`src/rtl/dbg_pkg.sv`:
```
// Constants and types shared by the debug wire link block
package dbg_pkg;
    // ==========================================
    // Link framing
    localparam int         BREAK_BITS       = 9;
    localparam int         CHAR_BITS        = 10;
    localparam int         TX_BREAK_CHARS   = 4;
    localparam logic [7:0] AUTOBAUD_BYTE    = 8'h80;
    localparam logic [7:0] BREAKPOINT_OP    = 8'h00;
    // ==========================================
    // Counter widths and reset values
    localparam int          BIT_CNT_W       = 16;
    localparam int          BIT_IDX_W       = 4;
    localparam logic [15:0] BIT_TIME_RST    = 16'h0000;
    localparam int          FIFO_WIDTH      = 8;
    localparam int          FIFO_DEPTH      = 32;
    localparam logic [7:0]  CTRL_RST        = 8'h00;
    localparam int          CTRL_BRK_EN_BIT = 7;
    // Least line-low run taken as the autobaud low span (start bit plus seven zeros)
    localparam logic [15:0] MIN_BIT_TIME    = 16'h0004;

    typedef enum logic [2:0] {
        ST_TRAIN  = 3'b000,
        ST_IDLE   = 3'b001,
        ST_RX     = 3'b011,
        ST_TX     = 3'b010,
        ST_SBRK   = 3'b110,
        ST_HBRK   = 3'b111
    } link_state_e;
endpackage

```
`src/rtl/dbg_fifo_if.sv`:
```
// Valid/ready stream between the link and its receive FIFO
interface dbg_fifo_if;
    import dbg_pkg::*;
    logic [FIFO_WIDTH-1:0] data;
    logic                  valid;
    logic                  ready;
    modport src (output data, output valid, input ready);
    modport dst (input data, input valid, output ready);
endinterface

```
`src/rtl/dbg_fifo.sv`:
```
// Parameterised flip-flop FIFO with valid and ready on both sides
module dbg_fifo
    import dbg_pkg::*;
#(
    parameter int WIDTH = FIFO_WIDTH,
    parameter int DEPTH = FIFO_DEPTH
) (
    // Clock and reset
    input  wire logic             core_clk,
    input  wire logic             rst_b,
    input  wire logic             flush,
    // Fill side
    dbg_fifo_if.dst               wr,
    // Drain side
    output logic [WIDTH-1:0]      out_data,
    output logic                  out_valid,
    input  wire logic             out_ready
);
    localparam int AW = $clog2(DEPTH);

    typedef struct packed {
        logic [DEPTH-1:0][WIDTH-1:0] mem;
        logic [AW-1:0]               wp;
        logic [AW-1:0]               rp;
        logic [AW:0]                 cnt;
    } fifo_s;

    fifo_s st;
    fifo_s next_st;
    logic  push;
    logic  pop;

    assign wr.ready  = (st.cnt != (AW+1)'(DEPTH));
    assign out_valid = (st.cnt != '0);
    assign out_data  = st.mem[st.rp];
    assign push      = wr.valid && wr.ready;
    assign pop       = out_valid && out_ready;

    always_comb begin
        next_st = st;
        if (flush) begin
            next_st.wp  = '0;
            next_st.rp  = '0;
            next_st.cnt = '0;
        end else begin
            if (push) begin
                next_st.mem[st.wp] = wr.data;
                next_st.wp         = st.wp + 1'b1;
            end
            if (pop) begin
                next_st.rp = st.rp + 1'b1;
            end
            next_st.cnt = st.cnt + (AW+1)'(push) - (AW+1)'(pop);
        end
    end

    always_ff @(posedge core_clk) begin
        if (!rst_b) begin
            st <= '0;
        end else begin
            st <= next_st;
        end
    end
endmodule

```
`src/rtl/debug_serial_error_breakpoint.sv`:
```
// Debug wire link error handling and breakpoint control
// Summary of operation
// - Nine bit times low resets autobaud
// - Low stop bit flags framing error
// - Host driving during transmit is collision
// - Any link error aborts current command
// - Error answered with four-character break
// - Error clears autobaud detector and generator
// - Open-drain pin lets host break in idle, receive or transmit
// - Host break keeps debug control register
// - Halted state survives a serial break
// - Controller held in reset during break
// - Opcode 00H signals the debug controller
// - Enabled breakpoint halts and idles processor
// - Disabled breakpoint ignored, acts as no-op
module debug_serial_error_breakpoint
    import dbg_pkg::*;
(
    // Clock and reset
    input  wire logic       core_clk,
    input  wire logic       rst_b,
    // Debug wire pin, open drain
    input  wire logic       debug_wire_pin_in,
    output logic            debug_wire_pin_out,
    output logic            debug_wire_pin_oe,
    // Processor side
    input  wire logic       decode_valid,
    input  wire logic [7:0] decode_opcode,
    output logic            cpu_idle,
    output logic            debug_halted,
    // Debug control register access from command logic
    input  wire logic       ctrl_wr,
    input  wire logic [7:0] ctrl_wdata,
    input  wire logic       resume,
    output logic [7:0]      debug_control_register,
    // Transmit character from command logic
    input  wire logic       tx_valid,
    input  wire logic [7:0] tx_data,
    output logic            tx_ready,
    // Received bytes toward command logic
    output logic [7:0]      rx_data,
    output logic            rx_valid,
    input  wire logic       rx_ready,
    // Error and status
    output logic            cmd_abort,
    output logic            framing_error,
    output logic            collision_error,
    output logic            break_seen,
    output logic            baud_locked
);
    // ==========================================
    // State
    typedef struct packed {
        logic [1:0]           sync;
        link_state_e          fsm;
        logic [BIT_CNT_W-1:0] bit_time;
        logic [BIT_CNT_W-1:0] tick;
        logic [BIT_CNT_W-1:0] low_run;
        logic [BIT_IDX_W-1:0] low_bits;
        logic [BIT_IDX_W-1:0] bit_idx;
        logic [5:0]           brk_bits;
        logic [9:0]           shift;
        logic                 line_prev;
        logic [7:0]           ctrl;
        logic                 halted;
        logic                 abort;
        logic                 ferr;
        logic                 coll;
        logic                 breakpoint_opcode;
        logic                 pin_out;
        logic [7:0]           wr_data;
        logic                 wr_valid;
        logic                 tx_rdy;
        logic                 skip_run;
        logic                 locked;
    } link_s;

    link_s       st;
    link_s       next_st;
    logic        line;
    logic        fifo_flush;
    dbg_fifo_if  rxq ();

    assign line = st.sync[1];

    dbg_fifo #(
        .WIDTH (FIFO_WIDTH),
        .DEPTH (FIFO_DEPTH)
    ) u_rx_fifo (
        .core_clk  (core_clk),
        .rst_b     (rst_b),
        .flush     (fifo_flush),
        .wr        (rxq.dst),
        .out_data  (rx_data),
        .out_valid (rx_valid),
        .out_ready (rx_ready)
    );

    assign rxq.data   = st.wr_data;
    assign rxq.valid  = st.wr_valid;
    assign fifo_flush = st.abort;

    // ==========================================
    // Next state
    always_comb begin
        logic error;
        logic brk_done;
        error    = 1'b0;
        brk_done = 1'b0;
        next_st  = st;
        next_st.sync      = {st.sync[0], debug_wire_pin_in};
        next_st.line_prev = line;
        next_st.abort     = 1'b0;
        next_st.ferr      = 1'b0;
        next_st.coll      = 1'b0;
        next_st.breakpoint_opcode       = 1'b0;
        next_st.tx_rdy    = 1'b0;
        // One-cycle offer: a full queue drops the byte
        next_st.wr_valid  = 1'b0;

        // Continuous low-line measurement in bit times, counted whenever bit_time is nonzero
        if (line) begin
            next_st.low_run  = '0;
            next_st.low_bits = '0;
        end else if (st.bit_time != '0) begin
            if (st.low_run == st.bit_time - 1'b1) begin
                next_st.low_run = '0;
                if (st.low_bits != 4'(BREAK_BITS)) begin
                    next_st.low_bits = st.low_bits + 1'b1;
                end
            end else begin
                next_st.low_run = st.low_run + 1'b1;
            end
        end

        // Breakpoint: enabled opcode 00H halts, otherwise no-op
        if (decode_valid && decode_opcode == BREAKPOINT_OP) begin
            if (st.ctrl[CTRL_BRK_EN_BIT]) begin
                next_st.halted = 1'b1;
            end
        end
        if (resume) begin
            next_st.halted = 1'b0;
        end
        if (ctrl_wr) begin
            next_st.ctrl = ctrl_wdata;
        end

        case (st.fsm)
            ST_TRAIN: begin
                // Start bit plus seven zeros of 80H: low run spans eight bit times
                if (!line) begin
                    next_st.tick = (st.tick == '1) ? st.tick : st.tick + 1'b1;
                end else if (st.tick != '0) begin
                    // First low run after reset is the host's connect break
                    if (st.skip_run) begin
                        next_st.skip_run = 1'b0;
                    end else if (st.tick >= MIN_BIT_TIME) begin
                        next_st.bit_time = st.tick >> 3;
                        next_st.fsm      = ST_IDLE;
                    end
                    next_st.tick = '0;
                end
            end
            ST_IDLE: begin
                if (st.line_prev && !line) begin
                    next_st.fsm     = ST_RX;
                    next_st.tick    = st.bit_time >> 1;
                    next_st.bit_idx = '0;
                end else if (tx_valid) begin
                    next_st.tx_rdy  = 1'b1;
                    next_st.shift   = {1'b1, tx_data, 1'b0};
                    next_st.fsm     = ST_TX;
                    next_st.tick    = '0;
                    next_st.bit_idx = '0;
                end
            end
            ST_RX: begin
                if (st.tick == st.bit_time - 1'b1) begin
                    next_st.tick    = '0;
                    next_st.shift   = {line, st.shift[9:1]};
                    next_st.bit_idx = st.bit_idx + 1'b1;
                    if (st.bit_idx == 4'(CHAR_BITS - 1)) begin
                        next_st.fsm = ST_IDLE;
                        if (!line) begin
                            next_st.ferr = 1'b1;
                            error        = 1'b1;
                        end else begin
                            // Full queue drops the byte rather than stall the wire
                            next_st.wr_data  = st.shift[9:2];
                            next_st.wr_valid = 1'b1;
                        end
                    end
                end else begin
                    next_st.tick = st.tick + 1'b1;
                end
            end
            ST_TX: begin
                next_st.pin_out = st.shift[0];
                // Check mid-bit that a released line really reads high
                if (st.tick == (st.bit_time >> 1) && st.pin_out && !line) begin
                    next_st.coll = 1'b1;
                    error        = 1'b1;
                end
                if (st.tick == st.bit_time - 1'b1) begin
                    next_st.tick    = '0;
                    next_st.shift   = {1'b1, st.shift[9:1]};
                    next_st.bit_idx = st.bit_idx + 1'b1;
                    next_st.pin_out = st.shift[1];
                    if (st.bit_idx == 4'(CHAR_BITS - 1)) begin
                        next_st.fsm     = ST_IDLE;
                        next_st.pin_out = 1'b1;
                    end
                end else begin
                    next_st.tick = st.tick + 1'b1;
                end
            end
            ST_SBRK: begin
                next_st.pin_out = 1'b0;
                brk_done        = 1'b0;
                if (st.tick == st.bit_time - 1'b1) begin
                    next_st.tick     = '0;
                    next_st.brk_bits = st.brk_bits + 1'b1;
                    brk_done = (st.brk_bits == 6'(TX_BREAK_CHARS * CHAR_BITS - 1));
                end else begin
                    next_st.tick = st.tick + 1'b1;
                end
                if (brk_done) begin
                    next_st.pin_out  = 1'b1;
                    next_st.fsm      = ST_HBRK;
                    next_st.bit_time = BIT_TIME_RST;
                    next_st.tick     = '0;
                end
            end
            ST_HBRK: begin
                // Held in reset until the wire floats high again
                if (line) begin
                    next_st.fsm  = ST_TRAIN;
                    next_st.tick = '0;
                end
            end
            default: begin
                next_st.fsm = ST_TRAIN;
            end
        endcase

        // A host break may land mid-character; the open drain lets it through
        if (st.fsm != ST_SBRK && st.fsm != ST_HBRK && st.low_bits == 4'(BREAK_BITS)) begin
            next_st.breakpoint_opcode = 1'b1;
            error       = 1'b1;
        end

        if (error) begin
            next_st.abort    = 1'b1;
            next_st.wr_valid = 1'b0;
            next_st.pin_out  = 1'b0;
            next_st.fsm      = ST_SBRK;
            next_st.tick     = '0;
            next_st.brk_bits = '0;
            // Keep bit time to time the answer, then clear it
            // ctrl and halted deliberately untouched here
            next_st.halted   = next_st.halted;
            next_st.ctrl     = next_st.ctrl;
        end
        // Baud counts as lost from the first cycle of the answering break
        next_st.locked = (next_st.fsm == ST_IDLE) || (next_st.fsm == ST_RX) || (next_st.fsm == ST_TX);
    end

    // ==========================================
    // Registers
    always_ff @(posedge core_clk) begin
        if (!rst_b) begin
            st          <= '0;
            st.sync     <= 2'b11;
            st.line_prev<= 1'b1;
            st.pin_out  <= 1'b1;
            st.skip_run <= 1'b1;
            st.ctrl     <= CTRL_RST;
            st.fsm      <= ST_TRAIN;
        end else begin
            st <= next_st;
        end
    end

    // ==========================================
    // Outputs
    assign debug_wire_pin_out     = 1'b0;
    assign debug_wire_pin_oe      = !st.pin_out;
    assign cpu_idle               = st.halted;
    assign debug_halted           = st.halted;
    assign debug_control_register = st.ctrl;
    assign tx_ready               = st.tx_rdy;
    assign cmd_abort              = st.abort;
    assign framing_error          = st.ferr;
    assign collision_error        = st.coll;
    assign break_seen             = st.breakpoint_opcode;
    assign baud_locked            = st.locked;
endmodule

```
`config.mk`:
```
export PLATFORM = sky130hd
export DESIGN_NAME = debug_serial_error_breakpoint
export DESIGN_NICKNAME = d
export VERILOG_FILES = /design/src/rtl/dbg_pkg.sv /design/src/rtl/dbg_fifo_if.sv /design/src/rtl/dbg_fifo.sv /design/src/rtl/debug_serial_error_breakpoint.sv
export SDC_FILE = /design/constraint.sdc
export NUM_CORES = 1
export LEC_CHECK = 0
export BUFFER_PORTS_ARGS = -buffer_cell sky130_fd_sc_hd__clkbuf_2
export CAP_MARGIN = 15
export CORE_MARGIN = 2
export CORE_UTILIZATION = 57
export DETAILED_ROUTE_END_ITERATION = 7
export PLACE_DENSITY = 0.86
export SLEW_MARGIN = 20
export SYNTH_ARGS = -nofsm -noshare
export SYNTH_HDL_FRONTEND = slang
export SYNTH_SLANG_ARGS = --single-unit
export TNS_END_PERCENT = 30
```
`constraint.sdc`:
```
create_clock -name core_clk -period 4.1 [get_ports core_clk]
set_input_delay 0.41 -clock core_clk [delete_from_list [all_inputs] [get_ports core_clk]]
set_output_delay 0.41 -clock core_clk [all_outputs]
set_load 0.01 [all_outputs]
```
## Yosys cells after proc, flatten, opt, wreduce, memory -nomap -nowiden

Cells that the tools add are included.

- Bits of input ports: 32
- Register bits after elaboration: 376
- Word-level logic and storage cells: 206

- Reductions and logical operators: 40
- Eq/ne operators: 33
- Add/subtract/negate cells: 10
- Mux-type cells: 56
- $lt $le $gt $ge: 4
- Bitwise gates (word level): 6

Operators with widths:

| kind | number |
|---|---|
| 256-bit bitwise mux | 1 |
| 16-bit 2-to-1 mux | 7 |
| 16-bit one-hot mux with 5 select lines | 1 |
| 35-bit 2-to-1 mux | 2 |
| 19-bit 2-to-1 mux | 3 |
| 8-bit binary-select mux with 5-bit select | 1 |
| 8-bit demux with 5-bit select | 1 |
| 10-bit 2-to-1 mux | 4 |
| 16-bit by 1-bit adder with 16-bit output, second input constant | 2 |
| 16-bit == test | 2 |
| 16-bit one-hot mux with 2 select lines | 1 |
| 16-bit nonzero test | 2 |
| 10-bit one-hot mux with 3 select lines | 1 |
| 8-bit 2-to-1 mux | 3 |
| 2-bit inequality test, second input constant | 10 |
| 1-bit 2-to-1 mux | 18 |
| 3-bit 2-to-1 mux | 6 |
| 16-bit by 15-bit == test with 1-bit output | 1 |
| 16-bit == test, second input constant | 1 |
| 16-bit by 3-bit >= comparator with 1-bit output, second input constant | 1 |
| 16-bit by 1-bit subtractor with 16-bit output, second input constant | 1 |
| 3-bit inequality test, second input constant | 5 |
| 3-bit one-hot mux with 5 select lines | 1 |
| 3-bit by 2-bit == test with 1-bit output, second input constant | 4 |
| 35 further kinds | 70 |

## Longest topological paths before layout

- Depth in word-level cells: 10
- Gate-level depth with buffers: 17
- Gate-level depth less buffers: 16

## Modules after synthesis

Synthesis repeated with hierarchy kept, for this count alone.

- Cells, all modules: 1935
- Area, all modules: 17533.1 sq um

By module, submodules not included:

| module | sequential area each (sq um) | area an instance (sq um) | instances | cells each |
|---|---|---|---|---|
| dbg_fifo | 5445.2 | 11543.6 | 1 | 1191 |
| debug_serial_error_breakpoint | 2021.9 | 5989.5 | 1 | 744 |

## Worst setup path after synthesis

Ideal clock, no wire load.

- Path type: flip-flop to output port
- Start: reg u_rx_fifo.st[6] in the netlist's numbering
- End: out rx_data[4]
- Cell stages (with the launch flop): 7
- Path slack: 869 ps
- Data required time: 3690 ps
- Arrival time: 2821 ps
- Cells stage by stage: dfxtp_1 buf_1 clkbuf_1 clkbuf_1 mux4_2 mux4_2 mux2_2

- Longest elaborated chain between the ends: 2

Ends and longest elaborated chain:

| item | RTL line | source |
|---|---|---|
| start, declared | dbg_fifo.sv:28 | `fifo_s st;` |
| start signal, assigned | dbg_fifo.sv:61 | `st <= next_st;` |
| 8-bit binary-select mux with 5-bit select | dbg_fifo.sv:35 | `assign out_data = st.mem[st.rp];` |
| 8-bit 2-to-1 mux (not written as such) | dbg_fifo.sv:35 |  |
| end, declared | debug_serial_error_breakpoint.sv:41 | `output logic [7:0] rx_data,` |

No other way between the ends. The select of a mux whose other input is x is not followed.

## Worst setup path after layout

- Start: reg st[83] in the netlist's numbering
- End: reg st[69] in the netlist's numbering

- Longest elaborated chain between the ends: 6
- Elaborated cells on any way between the ends: 11

Ends and longest elaborated chain:

| item | RTL line | source |
|---|---|---|
| start, declared | debug_serial_error_breakpoint.sv:78 | `link_s st;` |
| start signal, assigned | debug_serial_error_breakpoint.sv:281 | `st <= next_st;` |
| 16-bit by 1-bit subtractor with 16-bit output * | debug_serial_error_breakpoint.sv:179, debug_serial_error_breakpoint.sv:205, debug_serial_error_breakpoint.sv:221 |  |
| 16-bit == test * | debug_serial_error_breakpoint.sv:179, debug_serial_error_breakpoint.sv:205, debug_serial_error_breakpoint.sv:221 |  |
| 1-bit 2-to-1 mux, on equally long branches | debug_serial_error_breakpoint.sv:221, debug_serial_error_breakpoint.sv:179 |  |
| 1-bit 2-to-1 mux / 1-bit one-hot mux with 2 select lines (equally long branches) | debug_serial_error_breakpoint.sv:149 | `case (st.fsm)` |
| 35-bit 2-to-1 mux / 1-bit 2-to-1 mux (equally long branches) | debug_serial_error_breakpoint.sv:228, debug_serial_error_breakpoint.sv:248 |  |
| 16-bit one-hot mux with 5 select lines / 2-bit OR reduction (equally long branches) | -- |  |

Every way passes the cells marked *; elsewhere a longest branch is shown, timed or not. The select of a mux whose other input is x is not followed.
A chain may end at the register's enable or synchronous reset.

==> impl_results.md <==
* Status: completed
* Vias in the first global route at 13600
* Fmax at 273 MHz
* # diodes at 0
* IO buf count at 57
* Die footprint at 0.0326 sq mm
* DR WL/cell at 19.1 um
* Sum Neg Setup Slack at 0 ns
* Period minus WS final at 3.66 ns
* Multi-input gate area at 0.00951 sq mm
* CTS clk-pin slew, worst paths at 0.06 ns
* First-pass GRT wire length at 69.1 mm
* Static Leak at 7.64 nW
* Design area at 0.0196 sq mm
* Type of origin of the critical path: flip-flop
* Most frequent cells in the layout: 371 x dfxtp_1, 342 x nor2_1, 245 x mux2i_1
* Routed length on met1 at 17.5 mm
* Rel. slew slack at 0.317
* Initial Util at 0.579
* Clock net sink count at 373
* Layout cells sized above 1 at 0.149
* Initial antenna violation count at 0
* Total Power at 8.37 mW
* Hold_buf cts at 0
* Netlist Area Pre-Place at 0.0178 sq mm
* Final net count at 1868
* Worst r2r path cells at 11
* Max Buffers Root-to-Sink at 3
* 1st-pass router iterations at 6
* Seq/Total Area, Yosys at 0.420
* Top Ports at 59
* Total grt overflow at 0
* Worst R2R Start: st[83]
* Sequential cell area at 0.00747 sq mm
* Max cap viols at 0
* Layout fillers at 2293
* Critical path peak fanout at 22
* RD Place Congestion at 0.920
* Clk root buf: clkbuf_16
* FF-to-FF End: st[69]
* # resized after CTS at 0
* Setup-failing EPs final at 0
* Drt drc at 0
* Die Y at 181 um
* Pwr Density at 427 mW/mm^2
* WS Path Type: reg2reg
* Post-synth EDFFs at 0
* Worst VDD drop at 0.306 mV
* Top FF cell, synth: dfxtp_1
* Final Skew at 0.0178 ns
* Cts bufs inserted at 39
* Routed WL at 42.7 mm
* Initial DRC count at 1693
* Synth warnings at 0
* Final hold viol count at 0
* Worst Path Arrival at 4.08 ns
* Post-synth ARST share at 0
* Endpoint class of the critical path: flip-flop
* DRT antenna net count at 0
* Hold WC Path Type: in2reg
* RSZ-0062 raised after global routing: no
* Area post-placement at 0.0183 sq mm
* Synth-to-layout area growth at 10.2%
* CTS H-tree depth at 2
* Via-to-Cell Ratio at 6.16
* Post-Syn Nets at 1884
* CORE AREA at 0.0307 sq mm
* Metal3 WL at 3.09 mm
* Vias at 13800
* Max layer used: met4
* Pin count of the biggest net entering global routing at 147
* Worst path required time at 4.52 ns
* Hold Path End: cpu_idle
* Commonest non-fill, non-tap cell in the layout: dfxtp_1
* CTS tree: done
* Post-CTS Setup Repair Bufs at 0
* Seq cells post-synth at 373
* Post-synth cell types at 71
* Post-synthesis area per instance at 9.72 sq um
* Worst-Skew Late Latency at 0.53 ns
* Die Wd at 181 um
* DP Wirelength at 27.5 mm
* HP Start: resume
* Final Cycle Share at 0.894
* Site Rows at 64
* Flop-to-flop setup slack at 0.44 ns
* Final Max Tran Viols at 0
* Post-synthesis cell count at 1828
* Hold Path Depth at 2
* Slew @ Worst Pin at 1.02 ns
* Met2 wire len at 21.2 mm
* Total GRT Usage at 0.256
[flip-flops by register name (all words and copies together), names as in the netlist]
register / cells
cmd_abort: 1
break_seen: 1
tx_ready: 1
framing_error: 1
next_st: 1
rxq.valid: 1
debug_control_register: 8
baud_locked: 1
u_rx_fifo.st: 272
rxq.data: 8
collision_error: 1
st: 75
cpu_idle: 1
line: 1
[critical path: stages, from the launching register on]
cell and delay (ns):
dfxtp_1 0.36, inv_1 0.10, ha_1 0.28, or3b_2 0.55
nor4_2 0.26, xnor3_1 0.29, a2111oi_2 0.38, nand4_2 0.14
buf_4 0.26, a21o_1 0.36, a32o_1 0.34, a32o_1 0.21
[layout make-up]
class / instances / area share
Multi-Input combinational cell: 1262 / 0.486
Sequential cell: 373 / 0.382
Clock buffer: 59 / 0.0593
Timing Repair Buffer: 100 / 0.0330
Tap cell: 396 / 0.0253
Clock inverter: 11 / 0.00767
Inverter: 36 / 0.00729
[how the worst max path moves through the flow]
stage / from / slack, ns / end
global route: st[83] / 0.24 / st[69]
floorplan: u_rx_fifo.st[6] / 0.87 / rx_data[4]
global placement: st[83] / 0.62 / st[69]
CTS: st[83] / 0.48 / st[69]
finish: st[83] / 0.44 / st[69]
detailed placement: st[83] / 0.51 / st[69]
[Yosys cell counts, types with 7 or more instances]
cell / instances / area, sq um
a32o_1: 12 / 120
buf_2: 7 / 35.0
and2_1: 10 / 62.6
nand2_1: 114 / 428
nand3b_1: 7 / 52.6
mux4_2: 80 / 1800
nor4_1: 15 / 93.8
a21o_1: 7 / 52.6
o31ai_1: 12 / 90.1
or3_1: 7 / 43.8
inv_1: 36 / 135
a31oi_1: 7 / 43.8
clkbuf_1: 122 / 458
nor3_1: 12 / 60.1
buf_4: 11 / 82.6
mux2i_1: 245 / 2450
a311oi_1: 8 / 70.1
o21ai_0: 30 / 150
nand2b_1: 11 / 68.8
ha_1: 23 / 288
nor2_1: 342 / 1280
nand4_1: 18 / 113
xor2_1: 31 / 272
a21oi_1: 51 / 255
buf_1: 13 / 48.8
xnor2_1: 39 / 342
mux2_2: 9 / 101
nand3_1: 70 / 350
and3_1: 11 / 68.8
dfxtp_1: 373 / 7470
[metrics by stage]
step | util | cells | setup WS [ns] | hold WS [ns]
6_report | 0.638 | 2237 | 0.436 | 0.0343
4_1_cts | 0.638 | 2237 | 0.481 | 0.0227
2_1_floorplan | - | 1828 | 0.869 | 0.386
3_5_place_dp | 0.595 | 2167 | 0.506 | 0.412
5_1_grt | 0.638 | 2237 | 0.243 | 0.0212
3_3_place_gp | 0.595 | 2167 | 0.625 | 0.392
[cell families (layout without fill, tap and decap cells)]
group | after synthesis | after routing | synth area share
AOI/OAI and AO/OA | 171 | 171 | 0.0662
xor gates and xnor gates | 72 | 72 | 0.0370
adders and majority gates | 24 | 24 | 0.0173
buffers and inverters | 193 | 206 | 0.0453
DFF | 373 | 373 | 0.420
muxes | 334 | 334 | 0.245
other | 1 | 1 | 0.000211
and+or+nand+nor | 660 | 660 | 0.169
[metal layers]
| metal | vias up | global-route usage |
|---|---|---|
| met2 | 596 | 0.444 |
| met3 | 111 | 0.0400 |
| met5 | - | 0 |
| met1 | 6724 | 0.330 |
| li1 | 6352 | - |
| met4 | 0 | 0.0806 |
[power breakdown]
part           internal [mW]  total, mW  switching, mW
registers               3.68       3.81          0.128
clock network           2.10       3.54           1.44
logic                  0.453       1.01          0.561
No activity file was read; power rests on OpenSTA's default activity.
